--- src/pkg/mftc_pkg.sv ---
package mftc_pkg;
	// Register word offsets on the plain register port.
	localparam logic [3:0] MFTC_OFF_PRESCALE = 4'h0;
	localparam logic [3:0] MFTC_OFF_COUNT_ONE = 4'h1;
	localparam logic [3:0] MFTC_OFF_COUNT_TWO = 4'h2;
	localparam logic [3:0] MFTC_OFF_RELOAD_A = 4'h3;
	localparam logic [3:0] MFTC_OFF_RELOAD_B = 4'h4;
	localparam logic [3:0] MFTC_OFF_COMPARE_A = 4'h5;
	localparam logic [3:0] MFTC_OFF_COMPARE_B = 4'h6;
	localparam logic [3:0] MFTC_OFF_CLK_SEL = 4'h7;
	localparam logic [3:0] MFTC_OFF_CONTROL = 4'h8;
	localparam logic [3:0] MFTC_OFF_IRQ_EN = 4'h9;
	localparam logic [3:0] MFTC_OFF_PENDING = 4'hA;
	// Clock select register fields.
	localparam int MFTC_SEL1_LSB = 0;
	localparam int MFTC_SEL2_LSB = 3;
	// Control register fields.
	localparam int MFTC_CTL_MODE_LSB = 0;
	localparam int MFTC_CTL_TOGGLE_EN = 3;
	localparam int MFTC_CTL_INIT_LEVEL = 4;
	localparam int MFTC_CTL_B_RISING = 5;
	localparam int MFTC_CTL_A_RISING = 6;
	localparam int MFTC_CTL_ACC_LEVEL = 7;
	localparam int MFTC_CTL_PRESET_A = 8;
	localparam int MFTC_CTL_PRESET_B = 9;
	// Pending and enable bit positions.
	localparam int MFTC_PND_A = 0;
	localparam int MFTC_PND_B = 1;
	localparam int MFTC_PND_C = 2;
	localparam int MFTC_PND_D = 3;
	// Reset values.
	localparam logic [4:0] MFTC_PRESCALE_RESET = 5'h00;
	localparam logic [15:0] MFTC_WORD_RESET = 16'h0000;
	localparam logic [15:0] MFTC_WORD_ALL_ONES = 16'hFFFF;
	localparam logic [5:0] MFTC_CLK_SEL_RESET = 6'h00;
	localparam logic [9:0] MFTC_CONTROL_RESET = 10'h001;
	localparam logic [3:0] MFTC_IRQ_EN_RESET = 4'h0;
	// Counter clock sources.
	localparam logic [2:0] MFTC_SRC_NONE = 3'h0;
	localparam logic [2:0] MFTC_SRC_PRESCALED = 3'h1;
	localparam logic [2:0] MFTC_SRC_EVENT = 3'h2;
	localparam logic [2:0] MFTC_SRC_ACCUM = 3'h3;
	localparam logic [2:0] MFTC_SRC_SLOW = 3'h4;
	// Operating modes.
	localparam logic [2:0] MFTC_MODE_PWM = 3'h1;
	localparam logic [2:0] MFTC_MODE_DUAL_CAPTURE = 3'h2;
	localparam logic [2:0] MFTC_MODE_DUAL_TIMER = 3'h3;
	localparam logic [2:0] MFTC_MODE_CAPTURE_TIMER = 3'h4;
	localparam logic [2:0] MFTC_MODE_DUAL_INDEP_CAPTURE = 3'h5;
endpackage

--- src/design/mftc_timer.sv ---
`timescale 1ns/1ps
// Behaviour
// - Prescaler divides the core clock by its register value plus one.
// - Prescale register read/write anytime; internal down counter hidden; both cleared at reset.
// - Event clocking decrements a counter on the programmed edge of pin B.
// - Event and accumulate clocking unavailable: counter one mode 2, two mode 4, both mode 5.
// - Pulse accumulate counts prescaler pulses only while pin B sits at selected level.
// - Slow clock is synchronised; counting pauses while the core clock stops.
// - Per-counter source: none, prescaled, events, accumulate, slow; none stops and ignores captures.
// - Both 16-bit counters count down; underflow is 0000h rolling to FFFFh.
// - Mode 1: counter one is PWM base on A/B reloads; counter two system timer.
// - Mode 2: counter one captured into A on pin A, into B on pin B.
// - Mode 3: independent timers, A reloads counter one, B reloads counter two.
// - Mode 4: counter one reloads from A; B captures counter two on pin B.
// - Mode 5: A captures counter one on pin A, B captures counter two on pin B.
// - Mode 1 underflow reloads alternately from A and B, toggling pin A if enabled.
// - After reset and each mode 1 entry, first reload comes from A.
// - Restarting counter one after no clock makes the next reload come from A.
// - In mode 1 counter one starts from its present value, not a reload.
// - Software chooses the starting level of the pin A output.
// - Mode 1 reloads from A and from B set separate, separately enabled pending flags.
// - Mode 1 counter two is software loadable and interrupts after programmed events.
// - Pin A output also drives the converter trigger; pin B may be unconnected.
module mftc_timer (
	input wire logic clk,
	input wire logic arst_n,
	input wire logic [3:0] reg_addr,
	input wire logic [15:0] reg_wdata,
	input wire logic reg_write,
	input wire logic reg_read,
	output logic [15:0] reg_rdata,
	input wire logic timer_pin_a_in,
	output logic timer_pin_a_out,
	output logic timer_pin_a_oe,
	output logic converter_trigger,
	input wire logic timer_pin_b_in,
	input wire logic slow_clock,
	output logic timer_irq_one,
	output logic timer_irq_two
);

	typedef struct packed {
		logic [4:0] prescale_divisor_reg;
		logic [4:0] presc_cnt;
		logic [15:0] counter_one;
		logic [15:0] counter_two;
		logic [15:0] reload_capture_a;
		logic [15:0] reload_capture_b;
		logic [15:0] compare_value_a;
		logic [15:0] compare_value_b;
		logic [5:0] counter_clock_select;
		logic [9:0] control;
		logic [3:0] irq_en;
		logic [3:0] pending;
		logic reload_from_b;
		logic pin_level;
		logic a_s1;
		logic a_s2;
		logic a_d;
		logic b_s1;
		logic b_s2;
		logic b_d;
		logic slow_s1;
		logic slow_s2;
		logic slow_d;
		logic [15:0] rdata;
		logic pin_a_out;
		logic pin_a_oe;
		logic trigger;
		logic irq_one;
		logic irq_two;
	} mftc_state_s;

	mftc_state_s state_reg;
	mftc_state_s state_next;

	logic presc_tick;
	logic a_edge;
	logic b_edge;
	logic slow_tick;
	logic accum_gate;
	logic [2:0] mode;
	logic [2:0] sel1;
	logic [2:0] sel2;
	logic b_free1;
	logic b_free2;
	logic tick1;
	logic tick2;
	logic under1;
	logic under2;
	logic run1;
	logic run2;
	logic toggles;
	logic [3:0] pend_set;
	logic [3:0] pend_clr;

	// Pick the clock pulse of one counter from its selected source.
	function automatic logic mftc_pick(input logic [2:0] sel, input logic b_free, input logic p,
		input logic e, input logic acc, input logic s);
		logic t;
		t = 1'b0;
		case (sel)
			mftc_pkg::MFTC_SRC_PRESCALED: t = p;
			mftc_pkg::MFTC_SRC_EVENT: t = e & b_free;
			mftc_pkg::MFTC_SRC_ACCUM: t = acc & b_free;
			mftc_pkg::MFTC_SRC_SLOW: t = s;
			default: t = 1'b0;
		endcase
		return t;
	endfunction

	// Clock sources, edges and per-counter ticks.
	always_comb begin
		mode = state_reg.control[mftc_pkg::MFTC_CTL_MODE_LSB +: 3];
		sel1 = state_reg.counter_clock_select[mftc_pkg::MFTC_SEL1_LSB +: 3];
		sel2 = state_reg.counter_clock_select[mftc_pkg::MFTC_SEL2_LSB +: 3];
		presc_tick = (state_reg.presc_cnt == 5'h00);
		// Pin B meets the hold time of one core clock, so no edge is missed.
		if (state_reg.control[mftc_pkg::MFTC_CTL_B_RISING]) begin
			b_edge = state_reg.b_s2 & ~state_reg.b_d;
		end else begin
			b_edge = ~state_reg.b_s2 & state_reg.b_d;
		end
		if (state_reg.control[mftc_pkg::MFTC_CTL_A_RISING]) begin
			a_edge = state_reg.a_s2 & ~state_reg.a_d;
		end else begin
			a_edge = ~state_reg.a_s2 & state_reg.a_d;
		end
		slow_tick = state_reg.slow_s2 & ~state_reg.slow_d;
		accum_gate = presc_tick
			& (state_reg.b_s2 == state_reg.control[mftc_pkg::MFTC_CTL_ACC_LEVEL]);
		b_free1 = (mode != mftc_pkg::MFTC_MODE_DUAL_CAPTURE)
			&& (mode != mftc_pkg::MFTC_MODE_DUAL_INDEP_CAPTURE);
		b_free2 = (mode != mftc_pkg::MFTC_MODE_CAPTURE_TIMER)
			&& (mode != mftc_pkg::MFTC_MODE_DUAL_INDEP_CAPTURE);
		tick1 = mftc_pick(sel1, b_free1, presc_tick, b_edge, accum_gate, slow_tick);
		tick2 = mftc_pick(sel2, b_free2, presc_tick, b_edge, accum_gate, slow_tick);
		run1 = (sel1 != mftc_pkg::MFTC_SRC_NONE);
		run2 = (sel2 != mftc_pkg::MFTC_SRC_NONE);
		under1 = tick1 && (state_reg.counter_one == mftc_pkg::MFTC_WORD_RESET);
		under2 = tick2 && (state_reg.counter_two == mftc_pkg::MFTC_WORD_RESET);
		toggles = (mode == mftc_pkg::MFTC_MODE_PWM) || (mode == mftc_pkg::MFTC_MODE_DUAL_TIMER)
			|| (mode == mftc_pkg::MFTC_MODE_CAPTURE_TIMER);
	end

	// Next state: prescaler, counters, captures, reloads, pending flags and the register port.
	always_comb begin
		state_next = state_reg;
		pend_set = 4'h0;
		pend_clr = 4'h0;
		// Synchronisers for pins A, B and the slow clock.
		state_next.a_s1 = timer_pin_a_in;
		state_next.a_s2 = state_reg.a_s1;
		state_next.a_d = state_reg.a_s2;
		state_next.b_s1 = timer_pin_b_in;
		state_next.b_s2 = state_reg.b_s1;
		state_next.b_d = state_reg.b_s2;
		state_next.slow_s1 = slow_clock;
		state_next.slow_s2 = state_reg.slow_s1;
		state_next.slow_d = state_reg.slow_s2;
		// Prescaler reloads the divisor on each output pulse.
		if (presc_tick) begin
			state_next.presc_cnt = state_reg.prescale_divisor_reg;
		end else begin
			state_next.presc_cnt = state_reg.presc_cnt - 5'h01;
		end
		// Plain decrement; the cases below replace the value on underflow or capture.
		if (tick1) begin
			state_next.counter_one = state_reg.counter_one - 16'h0001;
		end
		if (tick2) begin
			state_next.counter_two = state_reg.counter_two - 16'h0001;
		end
		case (mode)
			mftc_pkg::MFTC_MODE_PWM: begin
				if (under1) begin
					if (state_reg.reload_from_b) begin
						state_next.counter_one = state_reg.reload_capture_b;
						pend_set[mftc_pkg::MFTC_PND_B] = 1'b1;
					end else begin
						state_next.counter_one = state_reg.reload_capture_a;
						pend_set[mftc_pkg::MFTC_PND_A] = 1'b1;
					end
					state_next.reload_from_b = ~state_reg.reload_from_b;
				end
				if (under2) begin
					pend_set[mftc_pkg::MFTC_PND_D] = 1'b1;
				end
			end
			mftc_pkg::MFTC_MODE_DUAL_CAPTURE: begin
				if (run1 && a_edge) begin
					state_next.reload_capture_a = state_reg.counter_one;
					pend_set[mftc_pkg::MFTC_PND_A] = 1'b1;
					if (state_reg.control[mftc_pkg::MFTC_CTL_PRESET_A]) begin
						state_next.counter_one = mftc_pkg::MFTC_WORD_ALL_ONES;
					end
				end
				if (run1 && b_edge) begin
					state_next.reload_capture_b = state_reg.counter_one;
					pend_set[mftc_pkg::MFTC_PND_B] = 1'b1;
					if (state_reg.control[mftc_pkg::MFTC_CTL_PRESET_B]) begin
						state_next.counter_one = mftc_pkg::MFTC_WORD_ALL_ONES;
					end
				end
				pend_set[mftc_pkg::MFTC_PND_C] = under1;
				pend_set[mftc_pkg::MFTC_PND_D] = under2;
			end
			mftc_pkg::MFTC_MODE_DUAL_TIMER: begin
				if (under1) begin
					state_next.counter_one = state_reg.reload_capture_a;
				end
				if (under2) begin
					state_next.counter_two = state_reg.reload_capture_b;
				end
				pend_set[mftc_pkg::MFTC_PND_A] = under1;
				pend_set[mftc_pkg::MFTC_PND_D] = under2;
			end
			mftc_pkg::MFTC_MODE_CAPTURE_TIMER: begin
				if (under1) begin
					state_next.counter_one = state_reg.reload_capture_a;
				end
				if (run2 && b_edge) begin
					state_next.reload_capture_b = state_reg.counter_two;
					pend_set[mftc_pkg::MFTC_PND_B] = 1'b1;
					if (state_reg.control[mftc_pkg::MFTC_CTL_PRESET_B]) begin
						state_next.counter_two = mftc_pkg::MFTC_WORD_ALL_ONES;
					end
				end
				pend_set[mftc_pkg::MFTC_PND_A] = under1;
				pend_set[mftc_pkg::MFTC_PND_D] = under2;
			end
			mftc_pkg::MFTC_MODE_DUAL_INDEP_CAPTURE: begin
				if (run1 && a_edge) begin
					state_next.reload_capture_a = state_reg.counter_one;
					pend_set[mftc_pkg::MFTC_PND_A] = 1'b1;
					if (state_reg.control[mftc_pkg::MFTC_CTL_PRESET_A]) begin
						state_next.counter_one = mftc_pkg::MFTC_WORD_ALL_ONES;
					end
				end
				if (run2 && b_edge) begin
					state_next.reload_capture_b = state_reg.counter_two;
					pend_set[mftc_pkg::MFTC_PND_B] = 1'b1;
					if (state_reg.control[mftc_pkg::MFTC_CTL_PRESET_B]) begin
						state_next.counter_two = mftc_pkg::MFTC_WORD_ALL_ONES;
					end
				end
				pend_set[mftc_pkg::MFTC_PND_C] = under1;
				pend_set[mftc_pkg::MFTC_PND_D] = under2;
			end
			default: begin
				pend_set = 4'h0;
			end
		endcase
		// Outside mode 1, or with counter one stopped, the next reload is from A.
		if ((mode != mftc_pkg::MFTC_MODE_PWM) || !run1) begin
			state_next.reload_from_b = 1'b0;
		end
		// Pin A level: preset while toggling is off, toggles on counter one underflow.
		if (!state_reg.control[mftc_pkg::MFTC_CTL_TOGGLE_EN] || !toggles) begin
			state_next.pin_level = state_reg.control[mftc_pkg::MFTC_CTL_INIT_LEVEL];
		end else if (under1) begin
			state_next.pin_level = ~state_reg.pin_level;
		end
		// Register writes; a software counter load overrides the count.
		if (reg_write) begin
			if (reg_addr == mftc_pkg::MFTC_OFF_PRESCALE) begin
				state_next.prescale_divisor_reg = reg_wdata[4:0];
			end else if (reg_addr == mftc_pkg::MFTC_OFF_COUNT_ONE) begin
				state_next.counter_one = reg_wdata;
			end else if (reg_addr == mftc_pkg::MFTC_OFF_COUNT_TWO) begin
				state_next.counter_two = reg_wdata;
			end else if (reg_addr == mftc_pkg::MFTC_OFF_RELOAD_A) begin
				state_next.reload_capture_a = reg_wdata;
			end else if (reg_addr == mftc_pkg::MFTC_OFF_RELOAD_B) begin
				state_next.reload_capture_b = reg_wdata;
			end else if (reg_addr == mftc_pkg::MFTC_OFF_COMPARE_A) begin
				state_next.compare_value_a = reg_wdata;
			end else if (reg_addr == mftc_pkg::MFTC_OFF_COMPARE_B) begin
				state_next.compare_value_b = reg_wdata;
			end else if (reg_addr == mftc_pkg::MFTC_OFF_CLK_SEL) begin
				state_next.counter_clock_select = reg_wdata[5:0];
			end else if (reg_addr == mftc_pkg::MFTC_OFF_CONTROL) begin
				state_next.control = reg_wdata[9:0];
			end else if (reg_addr == mftc_pkg::MFTC_OFF_IRQ_EN) begin
				state_next.irq_en = reg_wdata[3:0];
			end else if (reg_addr == mftc_pkg::MFTC_OFF_PENDING) begin
				pend_clr = reg_wdata[3:0];
			end
		end
		// A set in the clear cycle survives.
		state_next.pending = (state_reg.pending & ~pend_clr) | pend_set;
		// Read data stands in the cycle after the read strobe only.
		state_next.rdata = 16'h0000;
		if (reg_read) begin
			if (reg_addr == mftc_pkg::MFTC_OFF_PRESCALE) begin
				state_next.rdata = {11'h000, state_reg.prescale_divisor_reg};
			end else if (reg_addr == mftc_pkg::MFTC_OFF_COUNT_ONE) begin
				state_next.rdata = state_reg.counter_one;
			end else if (reg_addr == mftc_pkg::MFTC_OFF_COUNT_TWO) begin
				state_next.rdata = state_reg.counter_two;
			end else if (reg_addr == mftc_pkg::MFTC_OFF_RELOAD_A) begin
				state_next.rdata = state_reg.reload_capture_a;
			end else if (reg_addr == mftc_pkg::MFTC_OFF_RELOAD_B) begin
				state_next.rdata = state_reg.reload_capture_b;
			end else if (reg_addr == mftc_pkg::MFTC_OFF_COMPARE_A) begin
				state_next.rdata = state_reg.compare_value_a;
			end else if (reg_addr == mftc_pkg::MFTC_OFF_COMPARE_B) begin
				state_next.rdata = state_reg.compare_value_b;
			end else if (reg_addr == mftc_pkg::MFTC_OFF_CLK_SEL) begin
				state_next.rdata = {10'h000, state_reg.counter_clock_select};
			end else if (reg_addr == mftc_pkg::MFTC_OFF_CONTROL) begin
				state_next.rdata = {6'h00, state_reg.control};
			end else if (reg_addr == mftc_pkg::MFTC_OFF_IRQ_EN) begin
				state_next.rdata = {12'h000, state_reg.irq_en};
			end else if (reg_addr == mftc_pkg::MFTC_OFF_PENDING) begin
				state_next.rdata = {12'h000, state_reg.pending};
			end
		end
		// Registered outputs, following the state one cycle behind.
		state_next.pin_a_out = state_reg.pin_level;
		state_next.trigger = state_reg.pin_level;
		state_next.pin_a_oe = toggles;
		state_next.irq_one = |(state_reg.pending[2:0] & state_reg.irq_en[2:0]);
		state_next.irq_two = state_reg.pending[mftc_pkg::MFTC_PND_D]
			& state_reg.irq_en[mftc_pkg::MFTC_PND_D];
	end

	// State register with constant reset values.
	always_ff @(posedge clk or negedge arst_n) begin
		if (!arst_n) begin
			state_reg <= '0;
			state_reg.prescale_divisor_reg <= mftc_pkg::MFTC_PRESCALE_RESET;
			state_reg.presc_cnt <= mftc_pkg::MFTC_PRESCALE_RESET;
			state_reg.counter_clock_select <= mftc_pkg::MFTC_CLK_SEL_RESET;
			state_reg.control <= mftc_pkg::MFTC_CONTROL_RESET;
			state_reg.irq_en <= mftc_pkg::MFTC_IRQ_EN_RESET;
			state_reg.reload_from_b <= 1'b0;
		end else begin
			state_reg <= state_next;
		end
	end

	assign reg_rdata = state_reg.rdata;
	assign timer_pin_a_out = state_reg.pin_a_out;
	assign timer_pin_a_oe = state_reg.pin_a_oe;
	assign converter_trigger = state_reg.trigger;
	assign timer_irq_one = state_reg.irq_one;
	assign timer_irq_two = state_reg.irq_two;

endmodule // mftc_timer

--- config.mk ---
export PLATFORM = sky130hd
export DESIGN_NAME = mftc_timer
export DESIGN_NICKNAME = d
export VERILOG_FILES = /design/src/pkg/mftc_pkg.sv /design/src/design/mftc_timer.sv
export SDC_FILE = /design/constraint.sdc
export NUM_CORES = 1
export LEC_CHECK = 0
export BUFFER_PORTS_ARGS = -buffer_cell sky130_fd_sc_hd__buf_4
export CAP_MARGIN = 20
export CELL_PAD_IN_SITES_DETAIL_PLACEMENT = 2
export CELL_PAD_IN_SITES_GLOBAL_PLACEMENT = 2
export CORE_AREA = 4 4 179 181
export CTS_BUF_LIST = sky130_fd_sc_hd__clkbuf_4 sky130_fd_sc_hd__clkbuf_8
export DETAILED_ROUTE_END_ITERATION = 8
export DIE_AREA = 0 0 183 185
export PLACE_DENSITY = 0.73
export SLEW_MARGIN = 5
export SYNTH_ARGS = -nofsm -noshare
export SYNTH_HDL_FRONTEND = slang
export SYNTH_SLANG_ARGS = --single-unit
--- constraint.sdc ---
create_clock -name clk -period 2.9 [get_ports clk]
set_clock_uncertainty 0.1 [all_clocks]
set_input_delay 0.145 -clock clk [delete_from_list [all_inputs] [get_ports clk]]
set_output_delay 0.145 -clock clk [all_outputs]
set_load 0.01 [all_outputs]
; Yosys cells after proc, flatten, opt, wreduce, memory -nomap -nowiden
; Cells that the tools add are included.
; W data, S select, Z words.
[totals]
register_bits = 161
input_bits = 27
output_inout_bits = 21
word_cells = 208
[classes]
addsub = 3
n_eq_ne = 28
n_mux = 83
bitwise = 31
reduce_logical = 35
[op_table]
columns = operator, n
row1 = $mux W16, 30
row2 = $mux W116, 2
row3 = $mux W100, 1
row4 = $mux W84, 1
row5 = $mux W68, 1
row6 = $mux W4, 16
row7 = $pmux W16 S2, 2
row8 = $pmux W16 S4, 1
row9 = $mux W52, 1
row10 = $mux W36, 1
row11 = $logic_not A16 Y1, 2
row12 = $sub A16 B1 Y16 const B, 2
row13 = $mux W10, 3
row14 = $mux W20, 1
row15 = $eq A3 B2 Y1 const B, 6
row16 = $eq A4 B3 Y1 const B, 4
row17 = $not A1 Y1, 16
row18 = $mux W1, 14
row19 = $mux W14, 1
row20 = $eq A3 B3 Y1 const B, 4
row21 = $eq A4 B4 Y1 const B, 3
row22 = $and A1 B1 Y1, 11
row23 = $reduce_and A11 Y1, 1
row24 = $reduce_and A10 Y1, 1
row25 = other kinds (32), 55

; Logic depth before layout (Yosys ltp)
[logic_depth]
depth_word = 16
ltp_mapped = 11
depth_no_buf = 8

; Least setup slack after synthesis
; No wires, ideal clock.
[synth_timing]
kind = register to register
from = reg state_reg[152] (netlist name)
to = reg state_reg[125] (netlist name)
setup_ns = 0.127
arrival_time_ns = 2.511
required_time_ns = 2.673
setup_slack_ns = 0.162
path_stages_with_launch = 12
path_buffers = 3
synth_period_minus_slack_ns = 2.738
path_cell_list = dfrtp_1 -> inv_1 -> ha_1 -> or4b_1 -> buf_2 -> o21ai_1 -> a32oi_1 -> or4_1 -> buf_2 -> buf_6 -> o32ai_2 -> a21oi_2
[synth_lines]
columns = element, line
row1 = start: declaration, mftc_timer.sv:74  ; mftc_state_s state_reg;
row2 = start signal: assignment, mftc_timer.sv:339  ; state_reg <= state_next;

==> impl_metrics.csv <==
group,metric,value,unit
logic_synthesis,yosys_register_bits,161,
timing,finalSetupViolations,0,
global_routing,met3_usage,3.69,%
timing,post-route-period-util,96.0,%
clock_tree,htreeDepth,4,
final_layout,largest_reg_flops,125,
clock_tree,clkSinkCount,161,
place,port_buffers,47,
setup_path,cp-end-kind,"flop",
setup_path,worstSetupStartpointType,"flop",
clock_tree,cts.path.max_buffers,2,
place,placedCellCount,1363,
setup_path,r2r-start,"state_reg[152]",
logic_synthesis,ys.flop_type,"dfrtp_1",
global_routing,grt_pass1_wl,57500,µm
place,place_area,10000,µm²
die,start_util,29.8,%
final_layout,antennaDiodeCount,0,
drt,drc,0,
final_layout,final_cells,1416,
min_path,hold_class,"primary input to async pin",
die,num_rows,64,
power_and_ir_drop,p_leak,4.11,nW
logic_synthesis,synth.most_common_cell,"dfrtp_1",
setup_path,crit_required,3.17,ns
setup_path,crit_start,"state_reg[152]",
final_layout,drive_gt1_share,23.1,%
global_routing,use_met1,31.6,%
global_routing,met2_usage,35.1,%
run_status,status,"completed",
timing,fmax,359,MHz
global_routing,grt.overflow.total,0,
clock_tree,clk_latency,0.49,ns
global_routing,grt.busiest_layer,"met2",
place,dp_hpwl,26800,µm
logic_synthesis,synthDistinctLibCells,74,
timing,fin_tns_setup,0,ns
logic_synthesis,synthTopCellsByCount,"dfrtp_1, nor2_1, nand2_1",
clock_tree,cts_tree,"yes",
setup_path,worstSetupPathType,"flop to flop",
logic_synthesis,synth_fp_nets,981,
logic_synthesis,yosysSeqAreaShare,44.4,%
drt,vias,8293,
final_layout,design_area,10600,µm²
job,drv_cap,0,
logic_synthesis,synth_edf_count,0,
drt,routedWlPerCell,26.3,µm
global_routing,grtUsageTotal,22.3,%
timing,tightest_slew,0.805,ns
clock_tree,clkTransAtPathRegs,0.10,ns
drt,detail-route-antenna-nets,0,
drt,totalWireLength,37200,µm
power_and_ir_drop,power_density,740,nW/µm²
clock_tree,cts_root_buf,"clkbuf_8",
setup_path,critPathArrivalTime,3.05,ns
timing,slew_headroom,46.3,%
logic_synthesis,synth_top_area_cell,"dfrtp_1",
clock_tree,cts_setup_buffers,0,
power_and_ir_drop,worst_ir_drop_vdd,0.282,mV
clock_tree,cts_buffers,17,
setup_path,worstPathMaxFanout,16,
place,gp_congestion,0.915,
final_layout,finalNetCount,1039,
die,die_w,183,µm
drt,first_pass_iters,6,
logic_synthesis,netlist_instances,949,
timing,period_minus_slack,2.78,ns
die,core-area,30400,µm²
logic_synthesis,synth.area.top_cells,"dfrtp_1, mux2_2, nor2_1",
die,io_pins,48,
drt,drtIter0Drc,611,
die,dieArea,33900,µm²
global_routing,grt_pass1_vias,8929,
timing,finalMaxSlewViolations,0,
drt,vias_per_cell,5.86,
logic_synthesis,synth_area,9080,µm²
logic_synthesis,synth_top_area_share,44.1,%
die,die_h,185,µm
global_routing,grt_start_max_net_pins,55,
logic_synthesis,ys_async_sr_fraction,100,%
logic_synthesis,syn_area_per_cell,9.57,µm²
logic_synthesis,yosys_warnings,0,
timing,finalHoldViolations,0,
final_layout,syn2layout_area_growth,17.1,%
global_routing,antenna_found_initial,0,
timing,rsz0062_at_grt,"false",
## path summary, 6_finish.rpt
path                                       end  slack (ns)  cells after the start
worst max register to register  state_reg[124]        0.12                      9
max in group asynchronous       state_reg[134]        1.75                      3
worst max-delay path            state_reg[124]        0.12                      9
min in group clk                state_reg[160]        0.09                      3
worst min register to register  state_next[21]        0.26                      0
worst min-delay path            state_next[28]        0.09                      2
## power by group
part | leakage [nW] | total (mW) | internal [mW] | switching, mW
clock | 0.168 | 1.60 | 0.658 | 0.940
combinational | 2.05 | 2.41 | 1.11 | 1.30
sequential | 1.90 | 3.86 | 2.92 | 0.941
total | 4.11 | 7.87 | 4.69 | 3.18
## repair_timing
| item | CTS | global route |
|---|---|---|
| hold buffers | 21 | 0 |
| hold endpoints to repair | 236 | 0 |
| setup endpoints to repair | 8 | 24 |
| gates resized for setup | 1 | 12 |
| pin swaps | 0 | 0 |
## metrics by stage
step | hold slack [ns] | power [mW] | setup WS [ns] | utilization, %
6_report | 0.0907 | 7.87 | 0.117 | 35.0
5_1_grt | 0.0853 | 8.33 | 0.00437 | 35.0
4_1_cts | 0.0664 | 7.84 | 0.0321 | 34.8
3_5_place_dp | 0.0515 | 6.19 | -0.00785 | 32.9
3_3_place_gp | 0.0521 | 6.06 | 0.0491 | 32.9
2_1_floorplan | -0.251 | 5.00 | 0.162 | -
## worst max-delay path, stage by stage, from the launching register on
cell and delay, ns:
dfrtp_1 0.41, inv_2 0.08, ha_2 0.19, or4b_4 0.51
o21ai_2 0.17, a32oi_2 0.14, or4_4 0.56, buf_8 0.18
o32ai_1 0.24, a21oi_1 0.08
## routing by layer
metal / wire (µm) / share of wire, %
met1: 17200 / 46
met4: 939 / 2.5
met2: 16900 / 46
met3: 2170 / 5.8
met5: 0 / 0
## kinds of logic after synthesis
logic type	after synthesis	share of synthesized area (%)
compound gates	295	22.9
flops	161	44.4
fa+ha+maj	5	0.689
xor+xnor	15	1.45
buf+inv	112	5.65
mux	78	9.38
simple gates	283	15.5
## cell type report
class / count / area, µm²
Sequential cell: 161 / 4030
Inverter: 20 / 75.1
Clock inverter: 11 / 81.3
Clock buffer: 21 / 277
Timing Repair Buffer: 131 / 1080
Multi-Input combinational cell: 676 / 4590
Tap cell: 396 / 495
Fill cell: 3336 / 19800
## placed cells by master (no fill, tap or decap), types with 5 or more instances in the layout
master,synthesis,layout
dfrtp_1,160,160
o2bb2ai_1,14,14
mux2i_1,21,21
o22ai_1,28,28
mux2_2,57,57
o221ai_1,6,6
inv_1,19,18
a21boi_0,5,5
nor3_1,20,20
a31oi_1,34,34
clkbuf_8,0,19
a211oi_1,7,7
o21bai_1,6,6
and2_1,6,6
nand3b_1,6,6
or3_1,9,9
xnor2_1,13,13
a21oi_1,57,57
o21ai_0,39,39
nand3_1,11,11
buf_4,17,105
o32a_1,11,11
nor2_1,79,77
a22oi_1,27,27
nand2_1,77,77
clkinvlp_4,0,6
o32ai_1,10,8
o31a_1,10,10
o32ai_2,6,8
nand2b_1,8,8
nor4_1,15,15
dlygate4sd3_1,0,21
a21oi_2,6,6
nor2b_1,16,16
nand4_1,5,5
nor3b_1,5,5
No activity file was read; power rests on OpenSTA's default activity.
